<file path="src/rtl/dma_ctl_defines.svh">
`ifndef DMA_CTL_DEFINES_SVH
`define DMA_CTL_DEFINES_SVH
`define ADDR_CHAN_CTRL 4'h0
`define ADDR_VECTOR 4'h4
`define ADDR_GLOBAL 4'h8
`define ADDR_IRQ_STAT 4'hC
`define ADDR_IRQ_MASK 4'hE
`define BIT_CH_EN 0
`define BIT_END 1
`define BIT_IE 2
`define BIT_SINGLE 3
`define BIT_BURST 4
`define BIT_POL 5
`define BIT_DSEL 6
`define BIT_AUTO 9
`define BIT_MASTER 0
`define BIT_NMI 1
`define BIT_AERR 2
`define CTRL_RST 16'h0000
`define CTRL_WMASK 16'h027D
`define VEC_W 8
`endif

</file>
<file path="src/rtl/dma_ctl_pkg.sv">
package dma_ctl_pkg;
    typedef struct packed {
        logic [3:0] addr;
        logic [31:0] wdata;
        logic wr;
        logic rd;
    } bus_req_s;
    typedef struct packed {
        logic single_addr;
        logic burst;
    } mode_s;
    typedef enum logic [2:0] {
        ST_IDLE = 3'b001,
        ST_XFER = 3'b010,
        ST_DONE = 3'b100
    } xfer_state_e;
endpackage

</file>
<file path="src/rtl/dma_ctl.sv">
// The register offsets and strobed register access were left to the implementer.
`include "dma_ctl_defines.svh"
`timescale 1ns/100ps
`default_nettype none
module dma_ctl #(
    parameter int COUNT_W = 24
) (
    // clock and reset
    input wire logic I_CLK,
    input wire logic I_RST_N,
    input wire logic I_STANDBY,
    // register port
    input wire dma_ctl_pkg::bus_req_s I_BUS,
    output logic [31:0] O_RDATA,
    // request and transfer progress
    input wire logic I_REQUEST,
    input wire logic I_COUNT_ZERO,
    input wire logic I_NMI,
    input wire logic I_ADDR_ERR,
    input wire logic I_BEAT_DONE,
    // transfer control out
    output logic O_BEAT_REQ,
    output dma_ctl_pkg::mode_s O_MODE,
    output logic O_ACTIVE,
    // interrupt
    output logic O_IRQ,
    output logic [7:0] O_VECTOR
);
    import dma_ctl_pkg::*;

    ////////////////////////////////////////////////////////////////////
    // register map, word offsets on the 4-bit byte address
    //   channel control  : enables, modes, end flag, auto request
    //   vector number    : eight bits, upper bits read zero
    //   global operation : master enable, nmi flag, address error flag
    //   irq status       : bit0 transfer end, bit1 abort, write one clears
    //   irq mask         : same layout as status
    // the mask sits at the halfword offset 4'hE because the address is four bits
    // wide and the four word offsets are already taken
    //
    // channel control bits held here
    //   bit0 channel enable
    //   bit1 transfer end flag, set by hardware only
    //   bit2 end interrupt enable
    //   bit3 single address select
    //   bit4 burst bus select
    //   bit5 request polarity
    //   bit6 request detect select, edge when one
    //   bit9 auto request
    // every other bit reads zero and ignores writes
    //
    // request detection
    //   level mode looks at the pin every cycle
    //   edge mode compares the pin with its value one cycle back
    //   the delay flop resets low, so a high pin at release reads as a
    //   rising edge; software should enable edge mode after the pin has
    //   settled to its idle level
    //
    // transfer flow
    //   idle : waits for the start gate and a request or auto mode
    //   xfer : datapath moves units while the beat request stands
    //   done : one cycle after the last unit, then back to idle
    // in cycle-steal mode the machine drops to idle after each unit,
    // so the bus is handed back between units; in burst mode it stays
    // in xfer until the count runs out or an abort comes
    //
    // start gate
    //   channel enable and master enable both set
    //   nmi flag, address error flag and end flag all clear
    // the gate is checked only from idle; an abort while in xfer
    // drops the machine to idle without touching the end flag
    //
    // abort sources
    //   channel enable cleared by software
    //   master enable cleared by software
    //   nmi input or its sticky flag
    //   address error input or its sticky flag
    // an abort in the same cycle as the last unit wins: the end flag
    // stays clear, the abort status bit is raised instead
    //
    // end flag clearing
    //   software must read the control word while the flag is one,
    //   then write the control word with the flag bit at zero
    //   any other control write between the two forgets the read
    //   a write of one to the flag bit never sets it
    //   when hardware sets the flag in the same cycle as the clear
    //   write, the set wins so no finished transfer is lost
    //
    // interrupt output
    //   end flag and end interrupt enable, or any unmasked status bit
    //   registered, so it follows its sources by one cycle
    //   it stays high until the source is cleared
    //
    // vector number
    //   kept through reset and standby, unknown until first written
    //   software keeps the top bit at zero
    //   the output copy reads zero during reset and standby
    //
    // standby
    //   clears control, global, status, mask and the machine like reset
    //   leaves the vector number and the read data register alone
    //
    // read data
    //   registered, valid only in the cycle after the read strobe
    //   zero in every other cycle so a shared bus can or it in
    //
    // limitations
    //   burst mode with level detection is not guarded here; the
    //   machine simply keeps running until the count runs out or an abort comes, whatever the level does
    //   the transfer count lives in the datapath; only its zero
    //   indication and the unit-done pulse come in here
    //   one channel per instance; a second channel is a second copy
    //
    // hazards
    //   the nmi and address error inputs set their flags even when
    //   no transfer runs, which blocks the next start until software
    //   writes zero to the flag in the global register
    //   clearing master enable stops this instance's one channel, even in the middle of a transfer
    //   the abort status bit is set only when a transfer was running
    ////////////////////////////////////////////////////////////////////
    logic [15:0] ctrl_r;
    logic [`VEC_W-1:0] vec_r;
    logic [2:0] glob_r;
    logic [1:0] stat_r;
    logic [1:0] mask_r;
    logic end_seen_r;
    logic req_d_r;
    logic req_hit;
    logic may_run;
    logic set_end;
    logic abort;
    logic end_wr_clear;
    xfer_state_e state_r;
    xfer_state_e state_nxt;

    // request detection
    // level or edge
    always_comb begin
        if (ctrl_r[`BIT_DSEL]) begin
            req_hit = ctrl_r[`BIT_POL] ? (I_REQUEST & ~req_d_r)
                                       : (~I_REQUEST & req_d_r);
        end else begin
            req_hit = ctrl_r[`BIT_POL] ? I_REQUEST : ~I_REQUEST;
        end
    end

    always_ff @(posedge I_CLK) begin
        if (!I_RST_N) begin
            req_d_r <= 1'b0;
        end else begin
            req_d_r <= I_REQUEST;
        end
    end

    // start gating
    // gate start
    assign may_run = ctrl_r[`BIT_CH_EN] & glob_r[`BIT_MASTER]
                   & ~glob_r[`BIT_NMI] & ~glob_r[`BIT_AERR]
                   & ~ctrl_r[`BIT_END];
    assign abort = ~ctrl_r[`BIT_CH_EN] | ~glob_r[`BIT_MASTER]
                 | I_NMI | I_ADDR_ERR | glob_r[`BIT_NMI] | glob_r[`BIT_AERR];
    assign set_end = (state_r == ST_XFER) & I_BEAT_DONE & I_COUNT_ZERO
                   & ~abort;

    ////////////////////////////////////////////////////////////////////
    // transfer state machine
    always_comb begin
        state_nxt = state_r;
        case (state_r)
            ST_IDLE: begin
                if (may_run && (ctrl_r[`BIT_AUTO] || req_hit)) begin
                    state_nxt = ST_XFER;
                end
            end
            ST_XFER: begin
                if (abort) begin
                    state_nxt = ST_IDLE;
                end else if (I_BEAT_DONE) begin
                    if (I_COUNT_ZERO) begin
                        state_nxt = ST_DONE;
                    end else if (!ctrl_r[`BIT_BURST]) begin
                        state_nxt = ST_IDLE;
                    end
                end
            end
            ST_DONE: begin
                state_nxt = ST_IDLE;
            end
            default: begin
                state_nxt = ST_IDLE;
            end
        endcase
    end

    always_ff @(posedge I_CLK) begin
        if (!I_RST_N || I_STANDBY) begin
            state_r <= ST_IDLE;
        end else begin
            state_r <= state_nxt;
        end
    end

    // transfer outputs
    always_ff @(posedge I_CLK) begin
        if (!I_RST_N || I_STANDBY) begin
            O_BEAT_REQ <= 1'b0;
            O_ACTIVE <= 1'b0;
            O_MODE <= '0;
        end else begin
            O_BEAT_REQ <= (state_nxt == ST_XFER);
            O_ACTIVE <= (state_nxt == ST_XFER);
            O_MODE.burst <= ctrl_r[`BIT_BURST];
            O_MODE.single_addr <= ctrl_r[`BIT_SINGLE];
        end
    end

    ////////////////////////////////////////////////////////////////////
    // clear needs prior read of one
    assign end_wr_clear = I_BUS.wr && I_BUS.addr == `ADDR_CHAN_CTRL
                        && !I_BUS.wdata[`BIT_END] && end_seen_r;

    always_ff @(posedge I_CLK) begin
        if (!I_RST_N || I_STANDBY) begin
            end_seen_r <= 1'b0;
        end else if (I_BUS.rd && I_BUS.addr == `ADDR_CHAN_CTRL) begin
            end_seen_r <= ctrl_r[`BIT_END];
        end else if (I_BUS.wr && I_BUS.addr == `ADDR_CHAN_CTRL) begin
            end_seen_r <= 1'b0;
        end
    end

    // channel control register
    // reset and standby clear
    always_ff @(posedge I_CLK) begin
        if (!I_RST_N || I_STANDBY) begin
            ctrl_r <= `CTRL_RST;
        end else begin
            if (I_BUS.wr && I_BUS.addr == `ADDR_CHAN_CTRL) begin
                ctrl_r <= I_BUS.wdata[15:0] & `CTRL_WMASK;
            end
            if (set_end) begin
                ctrl_r[`BIT_END] <= 1'b1;
            end else if (end_wr_clear) begin
                ctrl_r[`BIT_END] <= 1'b0;
            end else begin
                ctrl_r[`BIT_END] <= ctrl_r[`BIT_END];
            end
        end
    end

    // global register and abort flags
    always_ff @(posedge I_CLK) begin
        if (!I_RST_N || I_STANDBY) begin
            glob_r <= 3'h0;
        end else begin
            if (I_BUS.wr && I_BUS.addr == `ADDR_GLOBAL) begin
                glob_r[`BIT_MASTER] <= I_BUS.wdata[`BIT_MASTER];
                glob_r[`BIT_NMI] <= glob_r[`BIT_NMI] & I_BUS.wdata[`BIT_NMI];
                glob_r[`BIT_AERR] <= glob_r[`BIT_AERR]
                                   & I_BUS.wdata[`BIT_AERR];
            end
            if (I_NMI) begin
                glob_r[`BIT_NMI] <= 1'b1;
            end
            if (I_ADDR_ERR) begin
                glob_r[`BIT_AERR] <= 1'b1;
            end
        end
    end

    always_ff @(posedge I_CLK) begin
        if (I_BUS.wr && I_BUS.addr == `ADDR_VECTOR) begin
            vec_r <= I_BUS.wdata[`VEC_W-1:0];
        end
    end

    ////////////////////////////////////////////////////////////////////
    // sticky status: bit0 transfer end, bit1 abort; write one clears
    always_ff @(posedge I_CLK) begin
        if (!I_RST_N || I_STANDBY) begin
            stat_r <= 2'h0;
            mask_r <= 2'h0;
        end else begin
            if (I_BUS.wr && I_BUS.addr == `ADDR_IRQ_MASK) begin
                mask_r <= I_BUS.wdata[1:0];
            end
            stat_r[0] <= set_end
                       | (stat_r[0] & ~(I_BUS.wr
                       && I_BUS.addr == `ADDR_IRQ_STAT
                       && I_BUS.wdata[0]));
            stat_r[1] <= (state_r == ST_XFER && abort)
                       | (stat_r[1] & ~(I_BUS.wr
                       && I_BUS.addr == `ADDR_IRQ_STAT
                       && I_BUS.wdata[1]));
        end
    end

    // interrupt and vector outputs
    always_ff @(posedge I_CLK) begin
        if (!I_RST_N || I_STANDBY) begin
            O_IRQ <= 1'b0;
            O_VECTOR <= 8'h00;
        end else begin
            O_IRQ <= (ctrl_r[`BIT_END] & ctrl_r[`BIT_IE])
                   | (|(stat_r & mask_r));
            O_VECTOR <= vec_r;
        end
    end

    // read data, one cycle after strobe
    always_ff @(posedge I_CLK) begin
        if (!I_RST_N) begin
            O_RDATA <= 32'h0000_0000;
        end else if (I_BUS.rd) begin
            case (I_BUS.addr)
                `ADDR_CHAN_CTRL: O_RDATA <= {16'h0000, ctrl_r};
                `ADDR_VECTOR: O_RDATA <= {24'h00_0000, vec_r};
                `ADDR_GLOBAL: O_RDATA <= {29'h0000_0000, glob_r};
                `ADDR_IRQ_STAT: O_RDATA <= {30'h0000_0000, stat_r};
                default: begin
                    if (I_BUS.addr == `ADDR_IRQ_MASK) begin
                        O_RDATA <= {30'h0000_0000, mask_r};
                    end else begin
                        O_RDATA <= 32'h0000_0000;
                    end
                end
            endcase
        end else begin
            O_RDATA <= 32'h0000_0000;
        end
    end
endmodule
`default_nettype wire

</file>
<file path="config.mk">
export PLATFORM = sky130hd
export DESIGN_NAME = dma_ctl
export DESIGN_NICKNAME = d
export VERILOG_FILES = /design/src/rtl/dma_ctl_pkg.sv /design/src/rtl/dma_ctl.sv
export VERILOG_INCLUDE_DIRS = /design/src /design/src/rtl
export SDC_FILE = /design/constraint.sdc
export NUM_CORES = 1
export LEC_CHECK = 0
export ABC_AREA = 1
export BUFFER_PORTS_ARGS = -buffer_cell sky130_fd_sc_hd__buf_2
export CAP_MARGIN = 30
export CELL_PAD_IN_SITES_DETAIL_PLACEMENT = 1
export CELL_PAD_IN_SITES_GLOBAL_PLACEMENT = 1
export CORE_ASPECT_RATIO = 1.5
export CORE_UTILIZATION = 25
export DETAILED_ROUTE_END_ITERATION = 6
export GPL_TIMING_DRIVEN = 0
export PLACE_DENSITY_LB_ADDON = 0.1
export SETUP_SLACK_MARGIN = 0.1
export SYNTH_ARGS = -nofsm -noshare
export SYNTH_HDL_FRONTEND = slang
export SYNTH_SLANG_ARGS = --single-unit
</file>
<file path="constraint.sdc">
create_clock -name I_CLK -period 1.6 [get_ports I_CLK]
set_clock_uncertainty 0.1 [all_clocks]
set_input_delay 0.16 -clock I_CLK [delete_from_list [all_inputs] [get_ports I_CLK]]
set_output_delay 0.16 -clock I_CLK [all_outputs]
set_load 0.01 [all_outputs]
</file>
==> results.tsv, run 1 <==
metric	value	unit
switchingPower	0.0006040	W
grt_pass1_vias	1860	
antenna_found_initial	0	
grtUsageMet3	2.823	%
hp-start	I_BUS[2]	
fill_cells	1001	
root_buffer	clkbuf_16	
multi_input_area	732.0	sq um
synthesis.area	2067	sq um
max_cap_violations	0	
clkLatencyLatePin	290	ps
period_share	86.36	%
comb_power_share	8.5	%
grt_remaining_overflow	0	
dp_hpwl	4158	microns
drt_pass1_iterations	3	
drv_slew	0	
synthCells	259	
syn_avg_cell_area	7.981	sq um
hold_slack	26.17	ps
status	completed	
critPathKind	primary input to register	
max_freq	723.7	MHz
power_frac_clock	45.2	%
cpMostUsedCell	dlygate4sd3_1	
wl_per_cell	11.88	microns
cp-start-kind	primary input	
fin_ws	218.2	ps
postCtsSetupBuffers	0	
via_per_inst	4.009	
core	8008	sq um
layout_commonest_cell	buf_2	
swShare	21.92	%
dp_slack	-319.2	ps
ant_nets	0	
seq_power_share	46.3	%
cts_buffers	5	
worstPathArrival	1480	ps
synth_top_area_share	39.71	%
drt-initial-drc-count	54	
clk_pin_slew	70	ps
cts_tree	yes	
fin_total_pwr	0.002755	W
crit_path_cell_trace	buf_2 -> dlygate4sd3_1 -> nand2_1 -> dlygate4sd3_1 -> inv_1	
hold_depth	1	
final_cell_mix	buf_2, inv_1, dfxtp_1	
antenna_cells	0	
yosysWarnings	0	
final-seq-area	1061	sq um
place.gp.congestion	0.7781	
grt_max_degree	16	
worstRegToRegCells	6	
placed_cell_area	2501	sq um
synth_cell_type_count	20	
holdPathEnd	vec_r[0]	
rows	40	
drt_wl_total	5336	microns
slowest_stage	dlygate4sd3_1	
endpoint_kind	register	
worst_pin_slew	509.4	ps
layout-drive-gt1-share	25.58	%
crit_path_max_incr_delay	550	ps
htreeDepth	2	
gr-usage-met2	27.15	%
cp_max_fo	3	
reg2reg_slack	400	ps
grtUsageMet1	13.29	%
initial_core_util	25.81	%
nNetsFinal	389	
leakagePower	1.372	nW
synth.area.top_cells	dfxtp_1, edfxtp_1, buf_4, inv_1, nor2_1	
die_h	113.4	microns
grt_busiest_layer	met2	
power_density	984.7	nW/um^2
rsz0062_at_grt	no	
die_x	76.24	microns
finalCriticalPeriod	1382	ps
synth_area_leader_cell	dfxtp_1	
hold_violations	0	
grt.total_usage	13.68	%
grt_pass1_wl	8928	microns
io_buffers	44	
cp.required	1690	ps
drc_errors	0	
ys_seq_area_share	51.33	%
vias	1800	
fin_tns_setup	0	ps
r2r_end	stat_r[0]	
stdcell_area	2798	sq um
io_pins	91	
hold_path_class	primary input to register	
synth_seq_cells	49	
area_growth	35.35	%
cts.path.max_buffers	2	
ir_drop	639.0	uV
die_area	8643	sq um
max_slew_margin	65.92	%
r2r-start	glob_r[0]	
internal_power	0.002151	W
cts_num_sinks	49	
finalSetupViolations	0	
## sequential cells by signal (all words and copies together) (netlist names)
| register | flops |
|---|---|
| O_ACTIVE | 1 |
| O_IRQ | 1 |
| O_MODE | 2 |
| O_RDATA | 9 |
| O_VECTOR | 8 |
| ctrl_r | 8 |
| end_seen_r | 1 |
| glob_r | 3 |
| mask_r | 2 |
| req_d_r | 1 |
| stat_r | 2 |
| state_r | 3 |
| vec_r | 8 |
## cell families after synthesis
group | Yosys count | synth area share, %
other | 1 | 0.1814
flip-flops | 49 | 51.33
AO/OA/AOI/OAI | 36 | 8.959
buffers and inverters | 70 | 17.74
AND/OR/NAND/NOR | 103 | 21.79
## how the worst max path moves through the flow
stage | start | endpoint | slack [ps]
4_1_cts | I_ADDR_ERR | stat_r[0] | 110
5_1_grt | I_BUS[35] | vec_r[5] | 160
3_3_place_gp | I_BUS[35] | vec_r[6] | -300
3_5_place_dp | I_BUS[35] | vec_r[6] | -320
6_report | I_RST_N | req_d_r | 220
2_1_floorplan | I_BUS[35] | vec_r[0] | 260
## routing by layer
layer / vias up / part of all wire, %
met3: 5 / 4.0
li1: 935 / -
met5: - / 0
met2: 46 / 56
met1: 814 / 38
met4: 0 / 2.1
## cell type report
cell class	instances	area share [%]
sequential	49	37.92
multi-input combinational	162	26.16
timing repair buffer	55	11.81
buffer	28	7.469
inverter	42	5.635
clock buffer	6	4.964
tap	105	4.696
clock inverter	2	1.342
## cell usage after synthesis
cell      instances
edfxtp_1          8
clkbuf_2          1
o22ai_1           4
buf_2             1
o21ai_1           4
nor2_4            2
nor2_1           38
nor3_1            3
dfxtp_1          41
nand2_1          36
buf_6             1
buf_4            25
nor2_2            1
nand3_1          18
a21oi_1          14
o21ai_0          14
nand3_2           2
inv_1            42
conb_1            1
nand4_1           3
## through the flow
step,utilization (%),instances
detailed placement,31.23,430
finish,34.94,449
global placement,31.23,430
CTS,34.84,449
floorplan,-,281
global route,34.94,449
## power groups by stage
stage | combinational (W) | sequential, W | clock, W
final | 0.000235 | 0.00127 | 0.00125
after global routing | 0.000263 | 0.00128 | 0.00135
after CTS | 0.000237 | 0.00128 | 0.00128
after detailed placement | 0.000216 | 0.00130 | 0
after global placement | 0.000214 | 0.00130 | 0
after floorplan | 0.000132 | 0.00131 | 0
## what timing repair did
item,in CTS,in global routing
resized for setup,1,2
gates cloned,0,0
hold buffers,11,0
endpoints found under the hold margin,10,0
setup endpoints to repair,8,2
## critical path: cells and delay by family
kind          cells  cell delay, ps
buf+inv           4            1250
simple gates      1              60
(Power assumes the default switching activity.)
==> run 2, diff against run 1 <==
--- a/config.mk
+++ b/config.mk
@@ -14,7 +14,6 @@
 export CORE_ASPECT_RATIO = 1.5
 export CORE_UTILIZATION = 25
 export DETAILED_ROUTE_END_ITERATION = 6
-export GPL_TIMING_DRIVEN = 0
 export PLACE_DENSITY_LB_ADDON = 0.1
 export SETUP_SLACK_MARGIN = 0.1
 export SYNTH_ARGS = -nofsm -noshare
==> constraint.sdc (replaced) <==
create_clock -name I_CLK -period 1.15 [get_ports I_CLK]
set_clock_uncertainty 0.1 [all_clocks]
set_input_delay 0.23 -clock I_CLK [delete_from_list [all_inputs] [get_ports I_CLK]]
set_output_delay 0.23 -clock I_CLK [all_outputs]
set_load 0.01 [all_outputs]
==> run 2 against run 1 <==
Effect of this change:
- total power is 41% higher
- global-route usage is 0.25 points higher
- cell area rose by 9.7%
- sequential cell count stayed put
- wire length increased by 8.5%
- sequential share of layout area fell by 3.0 points
- critical path depth up 2
- register-to-register slack lost 380 ps
- sequential power is 40% higher
- largest power group unchanged
- highest routed layer unchanged
==> results.tsv, run 2 (synthesis results as in run 1) <==
metric	value	unit
hold_buffers	0	
hp-start	I_BUS[9]	
fin_ws	23.32	ps
rsz0062_at_grt	yes	
grt.total_usage	13.93	%
die_x	76.24	microns
grt_pass1_vias	1835	
layout-drive-gt1-share	40.63	%
drc_errors	0	
antenna_cells	0	
cp.required	1280	ps
status	completed	
fill_cells	1019	
drt_wl_total	5791	microns
grt_pass1_wl	9114	microns
final_cell_mix	buf_2, inv_1, dfxtp_1	
cp_max_fo	3	
hold_depth	1	
fin_total_pwr	0.003890	W
ir_drop	807.6	uV
clk_pin_slew	70	ps
max_freq	887.6	MHz
root_buffer	clkbuf_16	
drt_pass1_iterations	4	
slowest_stage	dfxtp_2	
drt-initial-drc-count	49	
placed_cell_area	2603	sq um
cts_tree	yes	
dp_hpwl	4251	microns
finalSetupViolations	0	
max_cap_violations	0	
hold_violations	0	
crit_path_max_incr_delay	330	ps
die_h	113.4	microns
finalCriticalPeriod	1127	ps
grt_remaining_overflow	0	
cts_num_sinks	49	
hold_path_class	primary input to register	
regMostFlops	O_RDATA	
worstRegToRegCells	7	
via_per_inst	4.190	
drv_slew	0	
wl_per_cell	12.81	microns
stdcell_area	3068	sq um
place.gp.congestion	0.7798	
area_growth	48.43	%
htreeDepth	2	
io_pins	91	
rows	40	
cp-start-kind	register	
endpoint_kind	register	
core	8008	sq um
cts_buffers	5	
power_density	1268	nW/um^2
grt_max_degree	16	
leakagePower	1.451	nW
critPathKind	register to register	
holdPathEnd	vec_r[7]	
clkLatencyLatePin	290	ps
cpMostUsedCell	nor2_4	
vias	1894	
fin_util	38.31	%
ant_nets	0	
initial_core_util	25.81	%
cts.path.max_buffers	2	
antenna_found_initial	0	
largest_reg_flops	9	
dp_slack	-240.4	ps
crit_path_cell_trace	inv_2 -> nor2_4 -> nand2_2 -> nor2_4 -> buf_4 -> nand3_4 -> o21ai_1	
r2r_end	stat_r[0]	
die_area	8643	sq um
layout_commonest_cell	buf_2	
io_buffers	44	
r2r-start	state_r[1]	
reg2reg_slack	20	ps
worstPathArrival	1260	ps
nNetsFinal	392	
period_share	97.97	%
## run 2: changes by cell type in the layout (fill, tap and decap cells not counted), moves of 8 or more
cell           delta
dlygate4sd3_1    -11
o21ai_0          -10
buf_6             +8
dfxtp_1           -8
dfxtp_2           +8
## run 2: critical path, delay by kind of cell (launching register included)
family | cells | cell delay, ps
and+or+nand+nor | 4 | 380
DFF | 1 | 330
buffers and inverters | 2 | 170
AOI/OAI and AO/OA | 1 | 90
## run 2: final cells by class
| cell class | instances | area [sq um] | area share (%) |
|---|---|---|---|
| Sequential cell | 49 | 1071 | 34.91 |
| Multi-Input combinational cell | 162 | 872.1 | 28.43 |
| Timing Repair Buffer | 86 | 659.4 | 21.49 |
| Inverter | 42 | 157.7 | 5.139 |
| Clock buffer | 6 | 138.9 | 4.527 |
| Tap cell | 105 | 131.4 | 4.282 |
| Clock inverter | 2 | 37.54 | 1.223 |
## run 2: routing by layer
metal / vias to the layer above / global-route usage [%] / part of all wire, %
li1: 940 / - / -
met1: 896 / 13.98 / 38
met2: 49 / 26.67 / 55
met3: 9 / 2.742 / 4.0
met4: 0 / 7.436 / 2.7
met5: - / 0 / 0
## run 2: how the worst max path moves through the flow
stage	cells after the start	start	slack, ps	endpoint
2_1_floorplan	3	I_BUS[34]	20	vec_r[0]
3_3_place_gp	7	I_BUS[34]	-200	O_RDATA[3]
3_5_place_dp	7	I_BUS[34]	-240	O_RDATA[6]
4_1_cts	6	glob_r[1]	-20	state_r[1]
5_1_grt	7	state_r[0]	-80	state_r[0]
6_report	7	state_r[1]	20	stat_r[0]
## run 2: power breakdown
group	switching [W]	internal, W
sequential	0.0000102	0.00177
combinational	0.000211	0.000160
clock	0.000657	0.00109
## run 2: metrics by stage
stage / TNS [ps] / hold slack [ps] / cells
detailed placement: -5878 / 332.4 / 436
global placement: -5114 / 323.9 / 436
finish: 0 / 27.08 / 452
global route: -224.6 / 17.96 / 452
CTS: -42.32 / 26.84 / 446
floorplan: 0 / 223.5 / 281
## run 2: timing repair
item | 4_1_cts | 5_1_grt
cloned | 0 | 2
endpoints found under the setup margin | 29 | 52
pin swaps | 8 | 12
gates resized for setup | 24 | 45
buffers inserted | 2 | 4
